--- config.mk ---
export PLATFORM = sky130hd
export DESIGN_NAME = aux_sensor_i2c_master
export DESIGN_NICKNAME = d
export VERILOG_FILES = /design/src/aux_sensor_i2c_master.v
export VERILOG_INCLUDE_DIRS = /design/src
export SDC_FILE = /design/constraint.sdc
export NUM_CORES = 1
export LEC_CHECK = 0
export BUFFER_PORTS_ARGS = -buffer_cell sky130_fd_sc_hd__clkbuf_2
export CAP_MARGIN = 25
export CELL_PAD_IN_SITES_DETAIL_PLACEMENT = 1
export CELL_PAD_IN_SITES_GLOBAL_PLACEMENT = 1
export CORE_ASPECT_RATIO = 1.2
export CORE_MARGIN = 5
export CORE_UTILIZATION = 40
export DETAILED_ROUTE_END_ITERATION = 16
export PLACE_DENSITY = 0.82
export SKIP_LAST_GASP = 1
export SYNTH_ARGS = -nofsm -noshare
export SYNTH_HDL_FRONTEND = slang
export SYNTH_SLANG_ARGS = --single-unit
--- constraint.sdc ---
create_clock -name clk -period 3.4 [get_ports clk]
set_clock_uncertainty 0.15 [all_clocks]
set_input_delay 1.02 -clock clk [delete_from_list [all_inputs] [get_ports clk]]
set_output_delay 1.02 -clock clk [all_outputs]
set_load 0.01 [all_outputs]
--- src/aux_i2c_consts.vh ---
// constants for the auxiliary sensor bus logic
`ifndef AUX_I2C_CONSTS_VH
`define AUX_I2C_CONSTS_VH

`define PRIMARY_ADDR_HI   6'h34
`define CHAN_COUNT        4
`define DATA_BYTES_MAX    5'h18
`define SINGLE_CHAN       3'h4
`define HALF_PERIOD_CYC   8'h32
`define ST_IDLE           4'h0
`define ST_START          4'h1
`define ST_ADDR           4'h2
`define ST_ADDR_ACK       4'h3
`define ST_REG            4'h4
`define ST_REG_ACK        4'h5
`define ST_WDATA          4'h6
`define ST_WDATA_ACK      4'h7
`define ST_RSTART         4'h8
`define ST_RADDR          4'h9
`define ST_RADDR_ACK      4'ha
`define ST_RDATA          4'hb
`define ST_RDATA_ACK      4'hc
`define ST_STOP           4'hd

`endif

--- src/aux_sensor_i2c_master.v ---
// auxiliary sensor bus master with pass-through switch
`timescale 1ns/1ps
`default_nettype none
`include "aux_i2c_consts.vh"

// Operation
// - primary port only answers, never initiates
// - address lsb follows sampled select pin
// - master mode drives transactions to sensors
// - pass-through disables master, joins buses
// - primary port keeps answering in pass-through
// - up to 24 bytes across four channels
// - channel four: single byte read/write only
// - single or burst reads of consecutive registers
// - no bypass while primary port in spi mode
// - channels reach any address and register
// - channel 0-3 data to registers, optional fifo
// - missing acknowledge raises error flag
// - lost arbitration and nack reported as errors
module aux_sensor_i2c_master #(
  parameter HALF_CYC = `HALF_PERIOD_CYC
) (
  input  wire        clk,
  input  wire        rst,
  input  wire        ce,
  input  wire        address_select_pin,
  input  wire        spi_mode,
  input  wire        bypass_en,
  input  wire        master_en,
  input  wire        start_req,
  input  wire [2:0]  chan,
  input  wire        rd_not_wr,
  input  wire [6:0]  dev_addr,
  input  wire [7:0]  reg_addr,
  input  wire [7:0]  wr_data,
  input  wire [4:0]  rd_len,
  input  wire        fifo_en,
  input  wire        pri_scl_in,
  input  wire        pri_sda_in,
  output wire        pri_scl_out,
  output wire        pri_scl_oe,
  output wire        pri_sda_out,
  output wire        pri_sda_oe,
  input  wire        aux_clock_line_in,
  input  wire        aux_data_line_in,
  output wire        aux_clock_line_out,
  output reg         aux_clock_line_oe,
  output wire        aux_data_line_out,
  output reg         aux_data_line_oe,
  output wire [6:0]  primary_addr,
  output wire        bypass_active,
  output reg         busy,
  output reg         done,
  output reg         nack_err,
  output reg         arb_lost,
  output reg  [7:0]  rd_byte,
  output reg  [4:0]  rd_index,
  output reg         rd_valid,
  output reg  [2:0]  rd_chan,
  output reg         fifo_push
);

  ////////////////////////////////////////////////////////////////////////
  // pin synchronisers: first stage feeds only second stage
  reg [1:0] sel_s, acl_s, ada_s, pcl_s, pda_s;
  always @(posedge clk or posedge rst)
  begin
    if (rst)
    begin
      sel_s <= 2'h0;
      acl_s <= 2'h3;
      ada_s <= 2'h3;
      pcl_s <= 2'h3;
      pda_s <= 2'h3;
    end
    else if (ce)
    begin
      sel_s <= {sel_s[0], address_select_pin};
      acl_s <= {acl_s[0], aux_clock_line_in};
      ada_s <= {ada_s[0], aux_data_line_in};
      pcl_s <= {pcl_s[0], pri_scl_in};
      pda_s <= {pda_s[0], pri_sda_in};
    end
  end

  // target address of the primary port, never a master there
  assign primary_addr = {`PRIMARY_ADDR_HI, sel_s[1]};
  assign pri_scl_out  = 1'b0;
  assign pri_scl_oe   = 1'b0;

  ////////////////////////////////////////////////////////////////////////
  // bypass switch: spi mode shares the primary pins, so no bypass then
  assign bypass_active = bypass_en & ~spi_mode & ~busy;
  // primary slave logic lives elsewhere and stays live in bypass
  assign pri_sda_out = 1'b0;
  assign pri_sda_oe  = 1'b0;
  // open drain: drive low only, level comes from the joined wire
  assign aux_clock_line_out = 1'b0;
  assign aux_data_line_out  = 1'b0;

  ////////////////////////////////////////////////////////////////////////
  // master sequencer
  reg [3:0] st_q;
  reg [7:0] div_q;
  reg       ph_q;   // 0: clock low half, 1: clock high half
  reg [3:0] bit_q;
  reg [7:0] sh_q;
  reg [6:0] dev_q;
  reg [7:0] regq;
  reg [7:0] wd_q;
  reg       rd_q;
  reg [4:0] len_q;
  reg [4:0] cnt_q;
  reg [2:0] ch_q;
  reg       fen_q;
  reg       sda_drv;  // 1 = pull data low
  reg       scl_drv;  // 1 = pull clock low

  wire tick = (div_q == HALF_CYC - 8'h01);
  wire master_ok = master_en & ~bypass_en;

  // length clamp: channel four one byte, others at most 24
  function [4:0] clamp_len;
    input [2:0] c;
    input [4:0] l;
    begin
      if (c == `SINGLE_CHAN)
        clamp_len = 5'h01;
      else if (l == 5'h00)
        clamp_len = 5'h01;
      else if (l > `DATA_BYTES_MAX)
        clamp_len = `DATA_BYTES_MAX;
      else
        clamp_len = l;
    end
  endfunction

  // mirror drive states to pins, and never in bypass
  always @*
  begin
    aux_clock_line_oe = scl_drv & ~bypass_active;
    aux_data_line_oe  = sda_drv & ~bypass_active;
  end

  always @(posedge clk or posedge rst)
  begin
    if (rst)
    begin
      st_q <= `ST_IDLE; div_q <= 8'h00; ph_q <= 1'b0; bit_q <= 4'h0;
      sh_q <= 8'h00; dev_q <= 7'h00; regq <= 8'h00; wd_q <= 8'h00;
      rd_q <= 1'b0; len_q <= 5'h00; cnt_q <= 5'h00; ch_q <= 3'h0;
      fen_q <= 1'b0; sda_drv <= 1'b0; scl_drv <= 1'b0; busy <= 1'b0;
      done <= 1'b0; nack_err <= 1'b0; arb_lost <= 1'b0; rd_byte <= 8'h00;
      rd_index <= 5'h00; rd_valid <= 1'b0; rd_chan <= 3'h0; fifo_push <= 1'b0;
    end
    else if (ce)
    begin
      done <= 1'b0;
      nack_err <= 1'b0;
      arb_lost <= 1'b0;
      rd_valid <= 1'b0;
      fifo_push <= 1'b0;
      div_q <= tick ? 8'h00 : div_q + 8'h01;
      case (st_q)
        `ST_IDLE:
        begin
          sda_drv <= 1'b0;
          scl_drv <= 1'b0;
          div_q <= 8'h00;
          ph_q <= 1'b1;
          if (start_req && master_ok && chan <= `SINGLE_CHAN)
          begin
            busy <= 1'b1; dev_q <= dev_addr; regq <= reg_addr; wd_q <= wr_data;
            rd_q <= rd_not_wr; len_q <= clamp_len(chan, rd_len); cnt_q <= 5'h00;
            ch_q <= chan; fen_q <= fifo_en & (chan != `SINGLE_CHAN);
            st_q <= `ST_START;
          end
        end
        `ST_START, `ST_RSTART:
          if (tick)
          begin
            // a re-start first lets the clock rise with data released; then
            // data falls while clock high, then clock falls
            if (scl_drv)
              scl_drv <= 1'b0;
            else if (!sda_drv)
              sda_drv <= 1'b1;
            else
            begin
              scl_drv <= 1'b1; ph_q <= 1'b0; bit_q <= 4'h0;
              sh_q <= (st_q == `ST_START) ? {dev_q, 1'b0} : {dev_q, 1'b1};
              st_q <= (st_q == `ST_START) ? `ST_ADDR : `ST_RADDR;
            end
          end
        `ST_STOP:
          if (tick)
          begin
            // data low under a low clock, clock up, then data up: a line never
            // moves in the cycle in which the other one does
            if (scl_drv && !sda_drv)
              sda_drv <= 1'b1;
            else if (scl_drv)
              scl_drv <= 1'b0;
            else
            begin
              sda_drv <= 1'b0;
              busy <= 1'b0;
              done <= 1'b1;
              st_q <= `ST_IDLE;
            end
          end
        default:
          if (tick)
          begin
            if (!ph_q)
            begin
              // low half end: data already settled, let the clock rise
              scl_drv <= 1'b0;
              ph_q <= 1'b1;
            end
            else
            begin
              // high half end: sample and advance
              scl_drv <= 1'b1; ph_q <= 1'b0;
              if (!sda_drv && !ada_s[1] && (st_q == `ST_ADDR || st_q == `ST_REG ||
                  st_q == `ST_WDATA || st_q == `ST_RADDR))
              begin
                arb_lost <= 1'b1; sda_drv <= 1'b0; scl_drv <= 1'b0;
                busy <= 1'b0; st_q <= `ST_IDLE;
              end
              else case (st_q)
                `ST_ADDR, `ST_REG, `ST_WDATA, `ST_RADDR, `ST_RDATA:
                begin
                  sh_q <= {sh_q[6:0], ada_s[1]};
                  bit_q <= bit_q + 4'h1;
                  if (bit_q == 4'h7) st_q <= st_q + 4'h1;
                end
                `ST_ADDR_ACK, `ST_REG_ACK, `ST_WDATA_ACK, `ST_RADDR_ACK:
                begin
                  bit_q <= 4'h0;
                  if (ada_s[1])
                  begin
                    nack_err <= 1'b1; st_q <= `ST_STOP;
                  end
                  else if (st_q == `ST_ADDR_ACK) begin sh_q <= regq; st_q <= `ST_REG; end
                  else if (st_q == `ST_REG_ACK)
                  begin
                    sh_q <= wd_q;
                    st_q <= rd_q ? `ST_RSTART : `ST_WDATA;
                  end
                  else if (st_q == `ST_WDATA_ACK) st_q <= `ST_STOP;
                  else st_q <= `ST_RDATA;
                end
                `ST_RDATA_ACK:
                begin
                  bit_q <= 4'h0;
                  st_q <= (cnt_q == len_q) ? `ST_STOP : `ST_RDATA;
                end
                default: st_q <= `ST_IDLE;
              endcase
              if (st_q == `ST_RDATA && bit_q == 4'h7)
              begin
                // consecutive bytes of a burst land by index
                rd_byte <= {sh_q[6:0], ada_s[1]}; rd_index <= cnt_q;
                rd_chan <= ch_q; rd_valid <= 1'b1; fifo_push <= fen_q;
                cnt_q <= cnt_q + 5'h01;
              end
            end
          end
      endcase
      // data moves only mid low half, clear of both clock edges; needs HALF_CYC >= 3
      if (!ph_q && div_q == (HALF_CYC >> 1))
      begin
        case (st_q)
          `ST_ADDR, `ST_REG, `ST_WDATA, `ST_RADDR: sda_drv <= ~sh_q[7];
          `ST_RDATA_ACK: sda_drv <= (cnt_q != len_q); // ack all but last
          `ST_ADDR_ACK, `ST_REG_ACK, `ST_WDATA_ACK, `ST_RADDR_ACK, `ST_RDATA: sda_drv <= 1'b0;
          default: ;
        endcase
      end
    end
  end

endmodule
`default_nettype wire

# Word-level counts from Yosys, hierarchy flattened
# Index checks and enable logic that the tools add are counted.
# word_totals
reg_bits,91
out_inout_bits,38
elab_cells,227
input_bits,45
# op_classes
n_lt_le_gt_ge,2
add_sub_neg,4
muxes,106
n_eq_ne,31
bitwise,16
reduce_logical,42
# ops
op,count
$mux 4,22
$mux 8,11
$mux 1,52
$mux 5,7
$pmux 8 s2,2
$eq 4x4->1 const B,6
$pmux 4 s3,2
$eq 4x3->1 const B,5
$pmux 4 s2,2
$pmux 1 s3,5
$reduce_or 5->1,3
$ne 2x2->1 const B,7
$reduce_and 6->1,2
$reduce_bool 3->1,4
$reduce_or 4->1,3
$reduce_and 11->1,1
$not 1->1,10
$pmux 5 s2,1
$reduce_and 10->1,1
$reduce_and 5->1,2
$reduce_and 9->1,1
$add 4x1->4 const B,2
$add 8x1->8 const B,1
$eq 4x2->1 const B,2
26 further kinds,47

# Depth between registers and ports, before layout
# logic_depth
word_depth,11
mapped_depth,10
depth_no_buf,7

# Least setup slack after synthesis
# Ideal clock, no wire load.
# synth_timing
kind,input port to output port
from,input bypass_en
to,output aux_clock_line_oe
slack_ps,640
path_buffers,0
t_required_ps,2230
path_stages,2
t_arrival_ps,1590
cell_sequence,nor3b_1 -> nor2b_1
# synth_between
elab_chain_cells,4
# synth_rtl
item,line,text
from (decl),aux_sensor_i2c_master.v:28,"input wire bypass_en,"
$and 1x1->1 (2 in a row),aux_sensor_i2c_master.v:93,assign bypass_active = bypass_en & ~spi_mode & ~busy;
$not 1->1,aux_sensor_i2c_master.v:141,aux_clock_line_oe = scl_drv & ~bypass_active;
$and 1x1->1,aux_sensor_i2c_master.v:141,
to (decl),aux_sensor_i2c_master.v:47,"output reg aux_clock_line_oe,"
# No other way between the ends.

# Final worst setup path
# layout_timing
from,register st_q[0]
to,register cnt_q[3]
# layout_between
elab_chain_cells,4
word_cells_on_any_way,14
cone_classes,5 x eq/ne; 1 x mux; 1 x bitwise; 7 x reduce/logical
# layout_rtl
item,line,text
from (decl),aux_sensor_i2c_master.v:103,reg [3:0] st_q;
from (signal assigned),aux_sensor_i2c_master.v:176,st_q <= `ST_START;
from (signal assigned),aux_sensor_i2c_master.v:192,st_q <= (st_q == `ST_START) ? `ST_ADDR : `ST_RADDR;
from (signal assigned),aux_sensor_i2c_master.v:209,st_q <= `ST_IDLE;
$eq 4x1->1 (tied with other cells),aux_sensor_i2c_master.v:164,case (st_q)
$reduce_or 3->1 (no source line) or $logic_and 1x1->1 (tied branches),-,
$not 1->1 (no source line) or $reduce_bool 2->1 (tied branches),-,
$reduce_and 6->1 (no source line),-,
to (signal assigned),aux_sensor_i2c_master.v:266,cnt_q <= cnt_q + 5'h01;
to (decl),aux_sensor_i2c_master.v:113,reg [4:0] cnt_q;
# Several ways; a longest one is shown, not always the timed one.
# A chain may end at the register's enable or synchronous reset.

==> flow_summary.toml <==
[power]
finalPower_w = 0.00272
peakVddDrop_uv = 357
leakagePower_nw = 2.72
net-switching-power_w = 0.000807
power_density_nw_per_um2 = 467
p_sw_frac = 0.297
pwr-share-seq = 0.456
power_frac_clock = 0.379
p_comb_frac = 0.164
p_int_w = 0.00191

[drt]
drt_iter0_markers = 185
dr_total_vias = 4092
routed_wl_mm = 14.2
wl_per_cell_um = 19.8
avgViaCountPerCell = 5.73
dr.pass1.iters = 5
drc = 0
ant_nets = 0

[grt]
grt_pass1_wl_mm = 23.6
grt_pass1_vias = 4478
track_usage = 0.196
antenna_found_initial = 0
gr-total-overflow = 0
grt_max_degree = 40

[die]
die_w_um = 112
rows = 44
io_pins = 83
core_um2 = 12200
chipHeight_um = 132
start_util = 0.411
die_area_um2 = 14800

[critical_path]
path_buf_inv = 2
r2r_slack_ns = 0.39
r2r-start = "st_q[0]$_DFFE_PP0P_"
max_stage_delay_ns = 0.63
endpoint = "cnt_q[3]$_DFFE_PP0P_"
crit_chain = "inv_1 -> ha_1 -> or3b_2 -> nor3_1 -> o2111ai_1 -> buf_4 -> o21ai_0 -> a22o_1"
crit_required_ns = 3.54
r2r_cells = 8
crit_path_end_kind = "register"
crit_family = "simple AND/OR/NAND/NOR gates"
crit_type = "reg2reg"
crit_cells = 8
startpoint = "st_q[0]$_DFFE_PP0P_"
cp_data_arrival_time_ns = 3.14
cpMaxStageDelayCell = "or3b_2"
critical_path.reg2reg.endpoint = "cnt_q[3]$_DFFE_PP0P_"
worstPathMaxFanout = 15
worstSetupStartpointType = "register"

[timing]
fin_crit_ns = 3.01
final-setup-viol-count = 0
worst_pin_slew_ns = 0.830
slew_viol_final = 0
finalHoldViolCount = 0
tns_ns = 0
grt_setup_unrepaired = "no"
period_share = 0.885
maxSlewHeadroom = 0.445
fmax_mhz = 332

[status]
status = "complete, no violations"

[yosys]
seq_area_frac_synth = 0.456
async_flop_share = 1.00
synth-seq-cells = 91
syn_inst = 483
synth_edf_count = 0
synth_warnings = 0
syn_avg_cell_area_um2 = 10.4
synth_top_flop_cell = "dfrtp_1"
synth.distinct_cells = 66
synth_area_um2 = 5000

[place]
dp_cells = 698
gp_congestion = 0.912
dp_hpwl_mm = 10.3
numPortBuffers = 67
placed_area_um2 = 5520

[clocking]
cts_tree = "done"
cts_made_buffers = 9
cts_hold_buf = 0
post_cts_buffers = 0
cts.root.buffer_cell = "clkbuf_16"
ctsHtreeMaxLevel = 3
cts_sinks = 91
path_clk_slew_ns = 0.07
cts_buffer_depth = 2
ctsResizeCount = 0
insertion_delay_ns = 0.35

[job]
maxCapViolations = 0

[layout]
final_cell_mix = "dfrtp_1 (89), clkbuf_2 (67), mux2_2 (55)"
n_antenna_cell = 0
stdcell_count = 714
drive_above_1_share = 0.306
stdcell_area_um2 = 5820
syn2layout_area_growth_pct = 16.4
finalNetCount = 601
final_common_cell = "dfrtp_1"

[worst_hold_path]
hp-class = "reg2reg"
power groups by stage:
stage	logic, W	clock network (W)	registers (W)
floorplan	0.000329	0	0.00122
detailed placement	0.000440	0	0.00126
global route	0.000499	0.00109	0.00125
global placement	0.000416	0	0.00125
CTS	0.000448	0.00104	0.00124
finish	0.000447	0.00103	0.00124
metal layers:
layer | global-route usage | vias up | share of wire
met5 | 0 | - | 0
met2 | 0.355 | 115 | 0.54
li1 | - | 1875 | -
met1 | 0.230 | 2078 | 0.39
met4 | 0.0675 | 0 | 0.021
met3 | 0.0375 | 24 | 0.048
worst min path at each step:
stage / start / end / cells past startpoint
after floorplan: fen_q$_DFFE_PP0P_ / fen_q$_DFFE_PP0P_ / 2
after global placement: rd_valid$_DFFE_PP0P_ / rd_valid$_DFFE_PP0P_ / 1
after detailed placement: arb_lost$_DFFE_PP0P_ / arb_lost$_DFFE_PP0P_ / 2
after global routing: fen_q$_DFFE_PP0P_ / fen_q$_DFFE_PP0P_ / 2
final: fen_q$_DFFE_PP0P_ / fen_q$_DFFE_PP0P_ / 2
after CTS: fen_q$_DFFE_PP0P_ / fen_q$_DFFE_PP0P_ / 2
worst register-to-register path: stages, from the launching register on:
cell	delay [ns]
dfrtp_1	0.45
inv_1	0.12
ha_1	0.46
or3b_2	0.63
nor3_1	0.29
o2111ai_1	0.20
buf_4	0.23
o21ai_0	0.25
a22o_1	0.18
area by class of cell:
type / count / area [um2]
clock buffers: 10 / 229
flip-flops and latches: 91 / 2280
repair buffers: 86 / 490
multi-input cells: 346 / 2490
clock inverters: 6 / 71.3
fillers: 1368 / 6340
inverters: 14 / 56.3
well taps: 161 / 201
per-stage QoR:
| step | setup WS, ns | hold slack [ns] | util |
|---|---|---|---|
| 2_1_floorplan | 0.640 | 0.301 | - |
| 3_3_place_gp | 0.400 | 0.315 | 0.454 |
| 3_5_place_dp | 0.321 | 0.332 | 0.454 |
| 4_1_cts | 0.411 | 0.349 | 0.479 |
| 5_1_grt | 0.208 | 0.367 | 0.479 |
| 6_report | 0.392 | 0.350 | 0.479 |
state kept, by name, summed over array words and instances, names as in the netlist, 2 cells and up:
| register | cells |
|---|---|
| ada_s | 2 |
| rd_index | 5 |
| div_q | 8 |
| st_q | 4 |
| dev_q | 7 |
| ch_q | 3 |
| bit_q | 4 |
| len_q | 5 |
| rd_byte | 8 |
| regq | 8 |
| rd_chan | 3 |
| wd_q | 8 |
| sh_q | 8 |
| cnt_q | 5 |
| sel_s | 2 |
cells by family (layout without fill, tap and decap cells):
group | after synthesis | in the layout | share of synthesized area
XOR/XNOR | 12 | 12 | 0.0210
buffers and inverters | 56 | 116 | 0.0528
multiplexers | 65 | 65 | 0.144
AND/OR/NAND/NOR | 137 | 137 | 0.142
AO/OA/AOI/OAI | 112 | 112 | 0.163
adder cells (fa/ha/maj) | 8 | 8 | 0.0200
flip-flops | 91 | 91 | 0.456
other | 2 | 12 | 0.00150
synthesized netlist by cell type, types with 3 or more instances:
master	number	share of area
mux2_2	55	0.12
buf_2	4	0.0040
a21oi_1	8	0.0080
nor2_1	34	0.026
a22oi_1	4	0.0060
a221oi_1	3	0.0053
a311oi_1	8	0.014
or2_2	3	0.0038
o22a_1	3	0.0053
nand2b_1	6	0.0075
mux2i_1	10	0.020
o2bb2ai_1	6	0.011
clkbuf_1	19	0.014
nor4_1	5	0.0063
nand3_1	8	0.0080
inv_1	13	0.0098
o22ai_1	4	0.0050
a31oi_1	9	0.011
a21o_1	5	0.0075
xnor2_1	6	0.011
and3_1	4	0.0050
nor3b_1	3	0.0045
nand3b_1	5	0.0075
buf_4	13	0.020
o21ai_0	21	0.021
dfrtp_1	89	0.45
o31ai_1	8	0.012
a22o_1	3	0.0053
ha_1	8	0.020
nand4_1	5	0.0063
o31a_1	7	0.012
nand2_1	34	0.026
buf_1	6	0.0045
nor2b_1	4	0.0050
nor3_1	8	0.0080
and2_1	8	0.010
xor2_1	6	0.011
No activity file was read; power rests on OpenSTA's default activity.
